[config.mk]
export PLATFORM = sky130hd
export DESIGN_NAME = pmu_event_select_mask
export DESIGN_NICKNAME = d
export VERILOG_FILES = /design/src/pmu_event_mux.v /design/src/pmu_secure_mask.v /design/src/pmu_event_select_mask.v
export VERILOG_INCLUDE_DIRS = /design/src
export SDC_FILE = /design/constraint.sdc
export NUM_CORES = 1
export LEC_CHECK = 0
export BUFFER_PORTS_ARGS = -buffer_cell sky130_fd_sc_hd__buf_2
export CAP_MARGIN = 20
export CORE_MARGIN = 4
export CORE_UTILIZATION = 30
export DETAILED_ROUTE_END_ITERATION = 10
export HOLD_SLACK_MARGIN = 0.15
export SETUP_SLACK_MARGIN = 0.4
export SLEW_MARGIN = 40
export SYNTH_ARGS = -nofsm -noshare
export SYNTH_HDL_FRONTEND = slang
export SYNTH_SLANG_ARGS = --single-unit
[constraint.sdc]
create_clock -name ref_clk -period 8.7 [get_ports ref_clk]
set_input_delay 0.435 -clock ref_clk [delete_from_list [all_inputs] [get_ports ref_clk]]
set_output_delay 0.435 -clock ref_clk [all_outputs]
set_load 0.005 [all_outputs]
[src/pmu_evsel_defs.vh]
// event identifier codes, counter count, field widths and reset values for the event select and mask logic
// assumes a single controller clock; included by every design file of this block
// Operation
// - five counters count their selected enabled event
// - masking only when restrict=1 and security disable=0
// - exactly five counters numbered zero to four
// - remote sgi events 0x15 to 0x18
// - masked sgi events suppressed when nonsecure flag 0
// - translation lpi events 0x20 to 0x23
// - translation cache misses 0x24 to 0x26
// - 0x27 latency, 0x28 free slots amounts
// - remote lpi traffic events 0x29 to 0x2E
// - lpi storage events 0x30, 0x31, unfiltered
// - storage event selection on an enabled counter keeps clock running
// - property hits 0x32 to 0x35 use filter zero
// - 0x36 free slots on new lpi, unfiltered
// - property fetches 0x37 to 0x39 use filter zero
// - collator message and spi enable/disable events
// - spi pending set, clear, collated edge events
// - remote spi traffic events 0x57 to 0x5B
// - masked spi events suppressed for secure groups
// - pending table writes and priority 0x60 to 0x62
`ifndef PMU_EVSEL_DEFS_VH
`define PMU_EVSEL_DEFS_VH

`define NUM_COUNTERS        5
`define EVSEL_W             8
`define AMOUNT_W            8
`define COUNT_W             32
`define SEL_FIELD_LSB       0
`define COUNTER_RESET       32'h0000_0000
`define EVSEL_RESET         8'h00

`define EV_TGT_SGI_RIN      8'h15
`define EV_TGT_SGI_ROUT     8'h16
`define EV_ANY_SGI_ROUT     8'h17
`define EV_SGI_ROUT_RESP    8'h18
`define EV_XLAT_NORMAL      8'h20
`define EV_XLAT_LOWLAT      8'h21
`define EV_XLAT_ANY         8'h22
`define EV_XLAT_CMD         8'h23
`define EV_XLAT_DEVID_MISS  8'h24
`define EV_XLAT_EVID_MISS   8'h25
`define EV_XLAT_COLL_MISS   8'h26
`define EV_XLAT_LATENCY     8'h27
`define EV_XLAT_FREE        8'h28
`define EV_LPI_ROUT         8'h29
`define EV_LPI_CMD_ROUT     8'h2A
`define EV_LPI_RIN          8'h2B
`define EV_LPI_CMD_RIN      8'h2C
`define EV_LPI_ROUT_RESP    8'h2D
`define EV_LPI_CMD_RESP     8'h2E
`define EV_STORED_HOME      8'h30
`define EV_STORED_ELSE      8'h31
`define EV_HIT_EN           8'h32
`define EV_HIT_DIS          8'h33
`define EV_HIT_ANY          8'h34
`define EV_COALESCED        8'h35
`define EV_FREE_NEW         8'h36
`define EV_FETCH_EN         8'h37
`define EV_FETCH_DIS        8'h38
`define EV_FETCH_ANY        8'h39
`define EV_COLL_MSG         8'h50
`define EV_SPI_EN           8'h51
`define EV_SPI_DIS          8'h52
`define EV_SPI_PEND_SET     8'h53
`define EV_SPI_PEND_CLR     8'h54
`define EV_SPI_COLLATED     8'h55
`define EV_SPI_RIN          8'h57
`define EV_SPI_ROUT         8'h58
`define EV_SPI_ROUT_RESP    8'h59
`define EV_SPI_DEACT        8'h5A
`define EV_SPI_DEACT_RESP   8'h5B
`define EV_PT_EN            8'h60
`define EV_PT_DIS           8'h61
`define EV_PEND_TABLE_WRITE_PRIORITY           8'h62

`endif

[src/pmu_event_mux.v]
// selects one event increment amount from the window's event sources by identifier
// assumes sgi and spi event strobes are already security masked upstream; filter qualification is applied here
`timescale 1ns/1ps
`include "pmu_evsel_defs.vh"
module pmu_event_mux (
  // selection
  input  wire [`EVSEL_W-1:0]  eventSel,
  input  wire                 filterHit,
  input  wire                 filterZeroHit,
  // event strobes, one bit each, sgi and spi masked already
  input  wire [3:0]           sgiEv,
  input  wire [6:0]           xlatEv,
  input  wire [5:0]           lpiRemoteEv,
  input  wire [1:0]           storeEv,
  input  wire [6:0]           propEv,
  input  wire [5:0]           spiEv,
  input  wire [4:0]           spiRemoteEv,
  input  wire [1:0]           ptEv,
  // multi-valued amounts
  input  wire [`AMOUNT_W-1:0] xlatLatency,
  input  wire [`AMOUNT_W-1:0] xlatFreeSlots,
  input  wire [`AMOUNT_W-1:0] lpiFreeSlotsNew,
  input  wire                 lpiNew,
  input  wire [`AMOUNT_W-1:0] pendTableWritePriority,
  input  wire                 ptWrite,
  // result
  output reg  [`AMOUNT_W-1:0] incAmount
);

  // one-bit event to amount
  function [`AMOUNT_W-1:0] one;
    input b;
    begin
      one = {{(`AMOUNT_W-1){1'b0}}, b};
    end
  endfunction

  // identifier decode; unlisted ids give zero
  always @* begin
    incAmount = one(1'b0);
    case (eventSel)
      `EV_TGT_SGI_RIN: incAmount = one(sgiEv[0] & filterHit);
      `EV_TGT_SGI_ROUT: incAmount = one(sgiEv[1] & filterHit);
      `EV_ANY_SGI_ROUT: incAmount = one(sgiEv[2] & filterHit);
      `EV_SGI_ROUT_RESP: incAmount = one(sgiEv[3] & filterHit);
      `EV_XLAT_NORMAL: incAmount = one(xlatEv[0] & filterHit);
      `EV_XLAT_LOWLAT: incAmount = one(xlatEv[1] & filterHit);
      `EV_XLAT_ANY: incAmount = one((xlatEv[0] | xlatEv[1]) & filterHit);
      `EV_XLAT_CMD: incAmount = one(xlatEv[2] & filterHit);
      `EV_XLAT_DEVID_MISS: incAmount = one(xlatEv[3] & filterHit);
      `EV_XLAT_EVID_MISS: incAmount = one(xlatEv[4] & filterHit);
      `EV_XLAT_COLL_MISS: incAmount = one(xlatEv[5] & filterHit);
      `EV_XLAT_LATENCY: incAmount = (xlatEv[6] & filterHit) ? xlatLatency : one(1'b0);
      `EV_XLAT_FREE: incAmount = (xlatEv[6] & filterHit) ? xlatFreeSlots : one(1'b0);
      `EV_LPI_ROUT: incAmount = one(lpiRemoteEv[0] & filterHit);
      `EV_LPI_CMD_ROUT: incAmount = one(lpiRemoteEv[1] & filterHit);
      `EV_LPI_RIN: incAmount = one(lpiRemoteEv[2] & filterHit);
      `EV_LPI_CMD_RIN: incAmount = one(lpiRemoteEv[3] & filterHit);
      `EV_LPI_ROUT_RESP: incAmount = one(lpiRemoteEv[4] & filterHit);
      `EV_LPI_CMD_RESP: incAmount = one(lpiRemoteEv[5] & filterHit);
      `EV_STORED_HOME: incAmount = one(storeEv[0]);
      `EV_STORED_ELSE: incAmount = one(storeEv[1]);
      `EV_HIT_EN: incAmount = one(propEv[0] & filterZeroHit);
      `EV_HIT_DIS: incAmount = one(propEv[1] & filterZeroHit);
      `EV_HIT_ANY: incAmount = one((propEv[0] | propEv[1]) & filterZeroHit);
      `EV_COALESCED: incAmount = one(propEv[2] & filterZeroHit);
      `EV_FREE_NEW: incAmount = lpiNew ? lpiFreeSlotsNew : one(1'b0);
      `EV_FETCH_EN: incAmount = one(propEv[3] & filterZeroHit);
      `EV_FETCH_DIS: incAmount = one(propEv[4] & filterZeroHit);
      `EV_FETCH_ANY: incAmount = one((propEv[3] | propEv[4]) & filterZeroHit);
      `EV_COLL_MSG: incAmount = one(spiEv[0] & filterHit);
      `EV_SPI_EN: incAmount = one(spiEv[1] & filterHit);
      `EV_SPI_DIS: incAmount = one(spiEv[2] & filterHit);
      `EV_SPI_PEND_SET: incAmount = one(spiEv[3] & filterHit);
      `EV_SPI_PEND_CLR: incAmount = one(spiEv[4] & filterHit);
      `EV_SPI_COLLATED: incAmount = one(spiEv[5] & filterHit);
      `EV_SPI_RIN: incAmount = one(spiRemoteEv[0] & filterHit);
      `EV_SPI_ROUT: incAmount = one(spiRemoteEv[1] & filterHit);
      `EV_SPI_ROUT_RESP: incAmount = one(spiRemoteEv[2] & filterHit);
      `EV_SPI_DEACT: incAmount = one(spiRemoteEv[3] & filterHit);
      `EV_SPI_DEACT_RESP: incAmount = one(spiRemoteEv[4] & filterHit);
      `EV_PT_EN: incAmount = one(ptEv[0] & filterHit);
      `EV_PT_DIS: incAmount = one(ptEv[1] & filterHit);
      `EV_PEND_TABLE_WRITE_PRIORITY: incAmount = (ptWrite & filterHit) ? pendTableWritePriority : one(1'b0);
      default: incAmount = one(1'b0);
    endcase
  end

endmodule

[src/pmu_secure_mask.v]
// security masking of sgi and spi event strobes
// assumes nonsecure flag and group bits arrive in the same cycle as their strobes
`timescale 1ns/1ps
`include "pmu_evsel_defs.vh"
module pmu_secure_mask (
  // control
  input  wire       maskActive,
  // sgi events and their packet flag
  input  wire [3:0] sgiRaw,
  input  wire       nonsecure_flag,
  // spi events and interrupt group
  input  wire [5:0] spiRaw,
  input  wire [4:0] spiRemoteRaw,
  input  wire       spiGroupSecure,
  // masked events
  output wire [3:0] sgiOut,
  output wire [5:0] spiOut,
  output wire [4:0] spiRemoteOut
);

  // drop secure events while masking is active
  assign sgiOut       = sgiRaw & {4{~(maskActive & ~nonsecure_flag)}};
  assign spiOut       = spiRaw & {6{~(maskActive & spiGroupSecure)}};
  assign spiRemoteOut = spiRemoteRaw & {5{~(maskActive & spiGroupSecure)}};

endmodule

[src/pmu_event_select_mask.v]
// five event counters with per-counter event selection and security masking
// assumes all event sources and configuration come from logic on ref_clk
`timescale 1ns/1ps
`include "pmu_evsel_defs.vh"
module pmu_event_select_mask (
  // clock and reset
  input  wire                                ref_clk,
  input  wire                                rst_n,
  // configuration
  input  wire [`NUM_COUNTERS*`EVSEL_W-1:0]   event_select_field,
  input  wire [`NUM_COUNTERS-1:0]            counterEnable,
  input  wire [`NUM_COUNTERS-1:0]            filterMatch,
  input  wire                                secure_profiling_restrict,
  input  wire                                security_disable,
  // sgi remote events
  input  wire                                targeted_sgi_remote_in,
  input  wire                                targeted_sgi_remote_out,
  input  wire                                any_sgi_remote_out,
  input  wire                                sgi_remote_out_response,
  input  wire                                nonsecure_flag,
  // translation events
  input  wire                                xlat_normal_lpi_in,
  input  wire                                xlat_lowlat_lpi_in,
  input  wire                                xlat_lpi_command_in,
  input  wire                                xlat_devid_cache_miss,
  input  wire                                xlat_eventid_cache_miss,
  input  wire                                xlat_coll_cache_miss,
  input  wire                                xlat_done,
  input  wire [`AMOUNT_W-1:0]                xlat_transaction_latency,
  input  wire [`AMOUNT_W-1:0]                xlat_free_slots,
  // remote lpi events
  input  wire                                lpi_remote_out,
  input  wire                                lpi_cmd_remote_out,
  input  wire                                lpi_remote_in,
  input  wire                                lpi_cmd_remote_in,
  input  wire                                lpi_remote_out_response,
  input  wire                                lpi_cmd_remote_out_response,
  // lpi storage and property events
  input  wire                                lpi_stored_home,
  input  wire                                lpi_stored_elsewhere,
  input  wire                                fetch_any_a_hit_enabled,
  input  wire                                fetch_any_a_hit_disabled,
  input  wire                                lpi_coalesced,
  input  wire                                fetch_any_a_fetch_enabled,
  input  wire                                fetch_any_a_fetch_disabled,
  input  wire                                lpiNew,
  input  wire [`AMOUNT_W-1:0]                lpi_free_slots_new,
  // spi events
  input  wire                                shared_collator_message,
  input  wire                                spiEnabledEvent,
  input  wire                                spiDisabledEvent,
  input  wire                                spiPendSet,
  input  wire                                shared_irq_pend_clear,
  input  wire                                spiCollatedEdge,
  input  wire                                shared_irq_remote_in,
  input  wire                                shared_irq_remote_out,
  input  wire                                shared_irq_remote_out_resp,
  input  wire                                shared_irq_deact_sent,
  input  wire                                shared_irq_deact_resp,
  input  wire                                spiGroupSecure,
  // pending table events
  input  wire                                pend_table_write_enabled,
  input  wire                                pend_table_write_disabled,
  input  wire [`AMOUNT_W-1:0]                pend_table_write_priority,
  // results
  output wire [`NUM_COUNTERS*`COUNT_W-1:0]   counterValue,
  output wire                                clockKeepAlive,
  output wire                                lowPowerGateBlock
);

  wire                         maskActive;
  wire [3:0]                   sgiMasked;
  wire [5:0]                   spiMasked;
  wire [4:0]                   spiRemoteMasked;
  wire [6:0]                   xlatEv;
  wire [5:0]                   lpiRemoteEv;
  wire [1:0]                   storeEv;
  wire [6:0]                   propEv;
  wire [1:0]                   ptEv;
  wire                         ptWrite;
  wire [`NUM_COUNTERS-1:0]     storeSelected;
  wire [`NUM_COUNTERS*`AMOUNT_W-1:0] incFlat;
  reg  [`COUNT_W-1:0]          count_q [0:`NUM_COUNTERS-1];
  reg  [`COUNT_W-1:0]          count_d [0:`NUM_COUNTERS-1];
  integer                      i;
  integer                      j;
  genvar                       g;

  // storage event test, used per counter
  function isStoreEvent;
    input [`EVSEL_W-1:0] sel;
    begin
      isStoreEvent = (sel == `EV_STORED_HOME) || (sel == `EV_STORED_ELSE);
    end
  endfunction

  // masking applies only with restriction on and security enabled
  assign maskActive = secure_profiling_restrict & ~security_disable;

  // security masking of sgi and spi strobes
  pmu_secure_mask uMask (
    .maskActive     (maskActive),
    .sgiRaw         ({sgi_remote_out_response, any_sgi_remote_out,
                      targeted_sgi_remote_out, targeted_sgi_remote_in}),
    .nonsecure_flag (nonsecure_flag),
    .spiRaw         ({spiCollatedEdge, shared_irq_pend_clear, spiPendSet,
                      spiDisabledEvent, spiEnabledEvent, shared_collator_message}),
    .spiRemoteRaw   ({shared_irq_deact_resp, shared_irq_deact_sent, shared_irq_remote_out_resp,
                      shared_irq_remote_out, shared_irq_remote_in}),
    .spiGroupSecure (spiGroupSecure),
    .sgiOut         (sgiMasked),
    .spiOut         (spiMasked),
    .spiRemoteOut   (spiRemoteMasked)
  );

  // gather unmasked event groups
  assign xlatEv      = {xlat_done, xlat_coll_cache_miss, xlat_eventid_cache_miss, xlat_devid_cache_miss,
                        xlat_lpi_command_in, xlat_lowlat_lpi_in, xlat_normal_lpi_in};
  assign lpiRemoteEv = {lpi_cmd_remote_out_response, lpi_remote_out_response, lpi_cmd_remote_in,
                        lpi_remote_in, lpi_cmd_remote_out, lpi_remote_out};
  assign storeEv     = {lpi_stored_elsewhere, lpi_stored_home};
  assign propEv      = {1'b0, fetch_any_a_fetch_disabled, fetch_any_a_fetch_enabled, lpi_coalesced,
                        fetch_any_a_hit_disabled, fetch_any_a_hit_enabled};
  assign ptEv        = {pend_table_write_disabled, pend_table_write_enabled};
  assign ptWrite     = pend_table_write_enabled | pend_table_write_disabled;

  // one selector per counter, counters 0 to 4
  generate
    for (g = 0; g < `NUM_COUNTERS; g = g + 1) begin : gSel
      pmu_event_mux uMux (
        .eventSel               (event_select_field[g*`EVSEL_W +: `EVSEL_W]),
        .filterHit              (filterMatch[g]),
        .filterZeroHit          (filterMatch[0]),
        .sgiEv                  (sgiMasked),
        .xlatEv                 (xlatEv),
        .lpiRemoteEv            (lpiRemoteEv),
        .storeEv                (storeEv),
        .propEv                 (propEv),
        .spiEv                  (spiMasked),
        .spiRemoteEv            (spiRemoteMasked),
        .ptEv                   (ptEv),
        .xlatLatency            (xlat_transaction_latency),
        .xlatFreeSlots          (xlat_free_slots),
        .lpiFreeSlotsNew        (lpi_free_slots_new),
        .lpiNew                 (lpiNew),
        .pendTableWritePriority (pend_table_write_priority),
        .ptWrite                (ptWrite),
        .incAmount              (incFlat[g*`AMOUNT_W +: `AMOUNT_W])
      );
      assign storeSelected[g] = counterEnable[g] & isStoreEvent(event_select_field[g*`EVSEL_W +: `EVSEL_W]);
      assign counterValue[g*`COUNT_W +: `COUNT_W] = count_q[g];
    end
  endgenerate

  // keep clock alive while any enabled counter watches lpi storage
  assign clockKeepAlive    = |storeSelected;
  assign lowPowerGateBlock = |storeSelected;

  // next counts: enabled counters add their selected amount
  always @* begin
    for (i = 0; i < `NUM_COUNTERS; i = i + 1) begin
      count_d[i] = count_q[i];
      if (counterEnable[i]) begin
        count_d[i] = count_q[i] + {{(`COUNT_W-`AMOUNT_W){1'b0}}, incFlat[i*`AMOUNT_W +: `AMOUNT_W]};
      end
    end
  end

  // counter registers
  always @(posedge ref_clk) begin
    for (j = 0; j < `NUM_COUNTERS; j = j + 1) begin
      if (!rst_n) begin
        count_q[j] <= `COUNTER_RESET;
      end else begin
        count_q[j] <= count_d[j];
      end
    end
  end

endmodule

---- Word level (Yosys, flattened, before mapping) ----
Memories as Yosys holds them, arrays and structs flattened.
Index checks and enable logic that the tools add are counted.
Widths: inputs -> output; s select.
cells by class
  $add $sub $neg .......................... 5
  equal/unequal tests ..................... 215
  mux-type cells .......................... 33
  bitwise operators ....................... 191
  reduce and logical (&&, ||, !) cells .... 6
operators by type and width
  kind                count
  $pmux 8 s43         5
  $eq 8x6->1 const B  125
  $eq 8x7->1 const B  70
  $mux 32             10
  $and 1x1->1         175
  $add 32x8->32       5
  $eq 8x5->1 const B  20
  $mux 8              16
  $or 1x1->1          9
  $and 6x6->6         1
  $and 5x5->5         1
  $logic_or 1x1->1    5
  $reduce_or 5->1     1
  $and 4x4->4         1
  $not 1->1           4
  $mux 1              2
word-level totals
  register bits ........................... 0
  memory bits (writable) .................. 160
  input bits .............................. 126
  logic and storage cells ................. 451
  memories kept ........................... 1
memory list
  name     depth  width  rd ports  clocked after memory_dff  wr ports  line                        text
  count_q  5      32     5         0                         5         pmu_event_select_mask.v:83  reg [`COUNT_W-1:0] count_q [0:`NUM_COUNTERS-1];

---- Depth between registers and ports, before layout ----
Gate-level depths: netlist (run 1).
  word-level depth ........................ 10
  mapped depth ............................ 18
  depth with buffers taken out ............ 15

---- By module ----
A second synthesis (run 1) with hierarchy kept.
unflattened totals
  cells, all modules ...................... 1695
  area, all modules ....................... 13299.0 µm²
by module, submodules not included
  module                 times used  cells each  area an instance (µm²)
  pmu_event_select_mask  1           1002        8617.0
  pmu_event_mux          5           135         908.4
  pmu_secure_mask        1           18          140.1

---- Worst setup path after synthesis (run 1) ----
OpenSTA, ideal clock, no wires.
  path kind ............................... input-to-reg
  from .................................... input event_select_field[12]
  to ...................................... memory count_q[1][22] (netlist bit)
  library setup time ...................... 0.070 ns
  data arrival time ....................... 3.635 ns
  slack ................................... 4.994 ns
  cell stages on the path ................. 16
  buffers on the path ..................... 1
  path through ............................ nand2b_1 -> or3_1 -> clkbuf_1 -> o32a_1 -> o221ai_1 -> a2111oi_0 -> o211ai_1 -> ha_1 -> inv_1 -> fa_1 -> nor2b_1 -> o21ai_1 -> a21boi_2 -> o211ai_1 -> or4_1 -> a21oi_1
RTL lines
  item                line                        text
  start: declaration  pmu_event_select_mask.v:10  input wire [`NUM_COUNTERS*`EVSEL_W-1:0] event_select_field,
  end: declaration    pmu_event_select_mask.v:83

==> metrics, run 1 <==
# port buffers=287; initial detailed-routing violation count=1228; run status=complete, no violations; routed len/inst=20.8 um; P&R area growth vs syn=19.4%; Starting Density=30.6%; max-slew violation count=0; clk slew on worst S/H paths=0.07 ns; total grt overflow=0; CP most frequent cell=buf_2; CTS Sinks=160; Worst Skew=around 0.015 ns; Die Area=approximately 46000 um^2; Power Density=~120 nW/um^2; DRT Wirelength=50300 um; Sw Ratio=29.3%; Syn Inst Count=1629; DR pass1 iterations=8; Clk pwr share=44.9%; fin crit share=around half; register area share after synthesis=25.3%; hold crit path type=in2reg; switching power=approximately 0.52 mW; share of cells above drive strength 1=19.9%; GRT Util Overall=21.0%; CTS HTree Levels=4; crit path DAT=4.68 ns; CP Launch Type=input pin; CTS Hold Buffers Added=0; Synth Net Count=between 1500 and 2000; top sig layer=met5; Crit Path Max Fanout=21; max_cap viols=0; Yosys warning count=0; Top Registers=count_q (160); Crit path buffers/inverters=4; synthesized area=between 10000 and 15000 um^2; vias per cell=5.84; CP delay by family, top=simple AND/OR/NAND/NOR gates; vias in the first global route=13000; most common cell in the netlist=dfxtp_1; Gates resized, CTS repair=0; Num CTS Buffers=17; slowest CP cell=or4_1; top cells by area, synth=dfxtp_1 25%, nor2_1 4.7%, mux2i_1 4.7%; Synth area leader=dfxtp_1; CTS tree=yes; met3 wire length=4340 um; final setup vio count=0; largest net degree at the start of global routing=77; Clock Path Buffers=2; Synth top cells by count=160 x dfxtp_1, 158 x nor2_1, 114 x nand2_1, 103 x o21ai_0, 97 x a21oi_1; CP cell instances=buf_2 > or4_1 > nor3_2 > a221oi_1 > o211ai_1 > ha_1 > inv_1 > fa_1 > nor2b_1 > o21ai_1 > a21boi_2 > o211ai_1 > buf_2 > buf_2 > or4_1 > a21oi_1; internal power=between 1 and 1.5 mW; Async S/R FF share, synth=0%; max reg flops=160; Post-DRT Antenna Nets=0; core area=41300 um^2; met2 routed WL=22500 um; die height=213 um; slew margin rel.=a little over two fifths; Syn Area/Cell=7.77 um^2; EDFF count, synth=0; leakage=6.00 nW; final worst path period need=4.30 ns; Largest Register=count_q; antenna violations before repair=14; Root Driver=clkbuf_16; nature of the critical path endpoint=flop; slew of the pin with the lowest slew margin=0.839 ns; Final Hold Viols=0; Netlist cell types=between 80 and 90; DR DRC count=0; Rows=74; Metal-1 WL=21500 um; Post-CTS Setup Repair Bufs=0; DP Wirelength=38000 um; Flop pwr share=41.6%; Worst VDD drop=between 0.0001 and 0.00015 V; setup TNS=0 ns; RePlAce Congestion=roughly 1; num ports=288; crit-path max cell delay=0.65 ns; via count=between 10000 and 15000; share of Yosys cell area claimed by the top area cell type=25.3%; Primary FF master, synth=dfxtp_1; Seq cells post-synth=160; final net count=2027; combinational power share=13.5%; width of the die=213 um; first-pass GRT wire length=75500 um; Worst-Skew Late Latency=between 0.4 and 0.5 ns; Crit Path Class=in2reg; CP required=9.08 ns; RSZ-0062 raised after global routing=false; Worst Hold Slack=just under 0.4 ns; Final Util=~37%; FMAX=233 MHz
routing by layer:
layer / global-route usage (%) / vias up
li1: - / 6628
met1: 27.8 / 6698
met2: 33.2 / 642
met3: 4.52 / 124
met4: 8.98 / 4
met5: 0 / -
layout by cell type, fill, tap and decap left out, types with 12 or more instances in the layout:
cell type and count:
o211ai_1 15, a32oi_1 33, nor2_1 158, nand4_1 36
ha_1 41, o31ai_1 28, a21oi_1 97, nand3b_1 20
inv_1 51, nor2b_1 39, buf_2 289, clkbuf_16 17
or3_1 32, nand2b_1 30, mux2i_1 59, nor3_1 34
nand3_1 66, dfxtp_1 160, a211oi_1 17, or4_1 23
o21ai_0 103, o21a_1 13, a22oi_1 44, nand2_1 114
xnor2_1 41, xor2_1 40, diode_2 14, and3_1 21
nor3b_1 12
cells by family (layout without fill, tap and decap cells):
logic type	count (synthesis)	after routing	share of synthesized area [%]
simple gates	663	663	28.7
buf+inv	137	377	4.33
fa+ha+maj	45	45	4.69
compound gates	470	470	25.0
mux	73	73	6.27
flops	160	160	25.3
xor+xnor	81	81	5.61
other cells	0	14	0
tightest hold or removal path, delay by kind of cell:
family	cells	cell delay, ns
AOI/OAI and AO/OA	1	0.06
and+or+nand+nor	1	0.09
buffers and inverters	1	0.21
cell type report:
| cell class | count | area (um^2) |
|---|---|---|
| Timing Repair Buffer | 293 | 1480 |
| Sequential cell | 160 | 3200 |
| Tap cell | 532 | 666 |
| Antenna cell | 14 | 35.0 |
| Inverter | 52 | 198 |
| Fill cell | 4424 | 26200 |
| Clock buffer | 18 | 439 |
| Clock inverter | 14 | 170 |
| Multi-Input combinational cell | 1332 | 8920 |
worst paths after layout:
| path | from | end | slack (ns) | depth (start not counted) |
|---|---|---|---|---|
| setup reg to reg | count_q[1][0] | count_q[1][22] | 5.81 | 11 |
| hold reg to reg | count_q[2][31] | count_q[2][31] | 0.48 | 2 |
| setup / recovery | event_select_field[10] | count_q[1][22] | 4.40 | 16 |
| hold / removal | counterEnable[0] | count_q[0][7] | 0.40 | 3 |
power by group through the flow:
stage	clock network [mW]	registers, mW	logic (mW)
2_1_floorplan	0	0.754	0.126
3_3_place_gp	0	0.754	0.232
3_5_place_dp	0	0.754	0.232
4_1_cts	0.814	0.737	0.233
5_1_grt	0.846	0.737	0.253
6_report	0.794	0.737	0.239
per-stage QoR:
stage               power, mW  setup slack, ns  area [um^2]  cells
floorplan               0.880             4.99        12700   1629
global placement        0.986             3.97        14400   2367
detailed placement      0.986             4.01        14500   2369
CTS                      1.78             4.45        15100   2401
global route             1.84             4.08        15100   2412
finish                   1.77             4.40        15100   2415
No activity file was read; power rests on OpenSTA's default activity.
==> run 2, diff against run 1 <==
clock period = 3.79 ns   (was 8.7 ns; I/O delays follow)
==> metrics, run 2 (same netlist as run 1, synthesis figures left out) <==
DR pass1 iterations=6; first-pass GRT wire length=78500 um; CTS Sinks=160; largest net degree at the start of global routing=63; Largest Register=count_q; leakage=approximately 6.4 nW; DRT Wirelength=53000 um; r2r setup slk=around 1.4 ns; Critical R2R Capture=count_q[1][22]; CP required=4.15 ns; Post-DRT Antenna Nets=0; Top Registers=count_q (160); run status=complete, no violations; Final Non-Filler Cells=2486; clk slew on worst S/H paths=roughly 0.06 ns; Worst Reg2Reg Path Length in Cells=10; RePlAce Congestion=around 0.96; CP Launch Type=input pin; Worst Hold Path Cells=3; core area=41300 um^2; Starting Density=30.6%; Root Driver=clkbuf_16; Rows=74; antenna violations before repair=11; nature of the critical path endpoint=flop; Final Hold Viols=0; total power=4.07 mW; num ports=288; commonest non-fill, non-tap cell in the layout=buf_2; fin crit share=86.7%; hold worst-path end=count_q[4][7]; DR DRC count=0; final worst path period need=3.29 ns; slew of the pin with the lowest slew margin=a little under 0.7 ns; share of cells above drive strength 1=roughly a quarter; placed cells=2441; crit path DAT=3.65 ns; vias per cell=a little under 6; RSZ-0062 raised after global routing=false; most frequent cells in the layout=280 x buf_2, 160 x dfxtp_1, 157 x nor2_1; HP Start=counterEnable[4]; # port buffers=287; Worst VDD drop=between 0.0002 and 0.0003 V; Die Area=45500 um^2; Power Density=258 nW/um^2; total grt overflow=0; via count=14400; CTS HTree Levels=4; Setup WS pre-CTS=-0.0232 ns; P&R area growth vs syn=24.8%; max_cap viols=0; Worst-Skew Late Latency=0.44 ns; max reg flops=between 150 and 200; FMAX=~300 MHz; DP Wirelength=41000 um; Worst Skew=roughly 0.01 ns; die height=213 um; max-slew violation count=0; R2R Path Start=count_q[1][0]; final net count=2103; Num CTS Buffers=17; GRT Util Overall=22.0%; slew margin rel.=53.5%; final setup vio count=0; Crit Path Class=in2reg; setup TNS=0 ns; initial detailed-routing violation count=1307; CTS tree=yes; width of the die=213 um; routed len/inst=between 20 and 25 um; final worst slack=0.503 ns; Crit Path Max Fanout=8; hold crit path type=in2reg; vias in the first global route=13400; Clock Path Buffers=2
run 2: worst max-delay path by stage:
stage / end / from / slack, ns / depth (start not counted)
floorplan: count_q[1][22] / event_select_field[12] / 0.42 / 16
global placement: count_q[3][28] / security_disable / 0.08 / 15
detailed placement: count_q[3][20] / security_disable / -0.02 / 15
CTS: count_q[3][20] / security_disable / 0.42 / 15
global route: count_q[1][10] / event_select_field[12] / 0.40 / 18
finish: count_q[1][22] / event_select_field[15] / 0.50 / 17
run 2: repair_timing:
item                       CTS  global route
resized for setup            0            31
setup endpoints to repair    0            71
hold buffers                 1             0
buffers inserted             0             3
hold endpoints to repair     1             0
run 2: through the flow:
step,area (um^2),hold WS [ns],utilization (%)
floorplan,12700,0.341,-
global placement,15000,0.463,36.4
detailed placement,15000,0.471,36.4
CTS,15600,0.154,37.8
global route,15800,0.203,38.2
finish,15800,0.191,38.2
run 2: final cells by class:
class / count / area (um^2)
antenna: 10 / 25.0
clock buffer: 23 / 488
clock inverter: 8 / 104
fill: 4388 / 25500
inverter: 52 / 198
multi-input combinational: 1332 / 9020
sequential: 160 / 3200
tap: 532 / 666
timing repair buffer: 369 / 2080
run 2: critical path: stages:
cell       delay, ns
buf_2           0.11
nor2_1          0.32
nand2_1         0.22
a2111o_1        0.43
o221ai_1        0.08
a2111oi_1       0.08
o211ai_1        0.22
ha_2            0.21
inv_1           0.05
fa_2            0.38
nor2b_1         0.13
o21ai_1         0.10
a21boi_2        0.18
o211ai_1        0.11
buf_4           0.18
or4_1           0.50
a21oi_1         0.16
run 2: layer usage:
metal | global-route usage [%] | vias to the layer above | part of all wire, %
li1 | - | 6808 | -
met3 | 5.72 | 136 | 9.4
met1 | 28.2 | 6850 | 41
met5 | 0 | - | 0.17
met2 | 35.1 | 608 | 45
met4 | 9.80 | 14 | 4.0
run 2: report_power, final:
part           internal (mW)  total (mW)  switching (mW)  leakage [nW]
combinational          0.209       0.602           0.393          4.83
sequential              1.69        1.69         0.00577          1.29
clock                   1.04        1.78           0.736         0.290
total                   2.94        4.07            1.13          6.41
==> run 3, diff against run 2 <==
CELL_PAD_IN_SITES_DETAIL_PLACEMENT = 0   (was not set)
CELL_PAD_IN_SITES_GLOBAL_PLACEMENT = 1   (was not set)
PLACE_DENSITY_LB_ADDON = 0.1   (was not set)
==> metrics, run 3 (same netlist as run 1, synthesis figures left out) <==
run status=complete, no violations; Setup WS pre-CTS=-0.0743 ns; Power Density=between 200 and 300 nW/um^2; Layout Cell Area excl Fill=16300 um^2; switching power=1.18 mW; vias per cell=5.69; combinational power share=between 10 and 15%; Worst Hold Slack=0.193 ns; Worst Skew=roughly 0.013 ns; Post-DP Area=15400 um^2; Sw Ratio=27.2%; vias in the first global route=roughly 13000; Root Driver=clkbuf_16; DRT Wirelength=between 50000 and 60000 um; P&R area growth vs syn=28.8%; CTS tree=yes; Crit Path Class=in2reg; Final Hold Viols=0; total grt overflow=0; setup TNS=0 ns; final setup vio count=0; internal power=roughly 3.2 mW; leakage=6.71 nW; most frequent cells in the layout=283 x buf_2, 160 x dfxtp_1, 156 x nor2_1; crit path DAT=3.71 ns; Post-DRT Antenna Nets=0; max reg flops=160; Worst VDD drop=~0.00028 V; via count=between 10000 and 15000; Crit Path Max Fanout=8; FMAX=between 200 and 300 MHz; RePlAce Congestion=0.950; largest net degree at the start of global routing=between 50 and 60; die height=between 200 and 250 um; placed cells=2490; CTS Sinks=160; DR pass1 iterations=6; CP required=4.17 ns; commonest non-fill, non-tap cell in the layout=buf_2; Flop pwr share=38.9%; num ports=288; CP Launch Type=input pin; Largest Register=count_q; Final Non-Filler Cells=2540; DR DRC count=0; Worst-Skew Late Latency=between 0.4 and 0.5 ns; CTS HTree Levels=4; hold crit path type=in2reg; RSZ-0062 raised after global routing=true; initial detailed-routing violation count=roughly 1200; Die Area=45500 um^2; max-slew violation count=0; clk slew on worst S/H paths=0.06 ns; Top Registers=count_q (160); Rows=74; final worst slack=0.455 ns; Starting Density=30.6%; Clk pwr share=46.5%; first-pass GRT wire length=between 80000 and 90000 um; DP Wirelength=42900 um; total power=around 4.4 mW; max_cap viols=0; fill cell count=4367; Final Util=39.5%; slew of the pin with the lowest slew margin=0.676 ns; final net count=2155; nature of the critical path endpoint=flop; Clock Path Buffers=2; # port buffers=approximately 290; GRT Util Overall=23.2%; final worst path period need=between 3 and 4 ns; fin crit share=88.0%; core area=between 40000 and 50000 um^2; share of cells above drive strength 1=26.2%; width of the die=213 um; routed len/inst=21.9 um; slew margin rel.=54.9%; Num CTS Buffers=17; antenna violations before repair=9
-- run 3: power groups by stage --
stage	sequential [mW]	clock, mW	combinational (mW)
finish	1.69	2.02	0.637
global route	1.69	2.14	0.674
CTS	1.69	2.09	0.618
detailed placement	1.73	0	0.614
global placement	1.73	0	0.616
floorplan	1.73	0	0.289
-- run 3: path summary, 6_finish.rpt --
path / from / to / slack, ns / depth (start not counted)
worst min-delay path: counterEnable[0] / count_q[0][7] / 0.19 / 3
worst min register to register: count_q[0][30] / count_q[0][30] / 0.49 / 2
worst max-delay path: event_select_field[15] / count_q[1][24] / 0.45 / 17
worst max register to register: count_q[1][0] / count_q[1][24] / 1.34 / 10
-- run 3: cell type report --
cell class	instances	area, um^2	area share (%)
inverter	52	198	1.21
tap	532	666	4.09
timing repair buffer	421	2480	15.2
clock inverter	13	234	1.44
sequential	160	3200	19.7
antenna	12	30.0	0.184
clock buffer	18	439	2.70
multi-input combinational	1332	9040	55.5
-- run 3: what timing repair did --
item | in CTS | in global routing
buffers inserted | 0 | 4
hold endpoints to repair | 3 | 0
setup endpoints to repair | 0 | 76
gates resized for setup | 0 | 40
hold buffers | 2 | 0
-- run 3: critical path, cell delays in order --
cell and delay (ns):
buf_2 0.12, nand2b_4 0.13, or4_4 0.48, o32a_1 0.18, o221ai_2 0.20, a2111oi_2 0.06
o211ai_1 0.29, ha_2 0.26, inv_2 0.05, fa_2 0.40, nor2b_2 0.13, o21ai_2 0.07
a21boi_2 0.17, o211ai_1 0.15, buf_6 0.17, or4_1 0.50, a21oi_1 0.15
-- run 3: routing by layer --
layer / global-route usage (%) / part of all wire [%] / routed length [um]
met5: 0 / 0.061 / 34
met1: 29.7 / 42 / 23600
met2: 38.9 / 47 / 26300
met4: 8.03 / 3.4 / 1880
met3: 5.19 / 6.9 / 3860
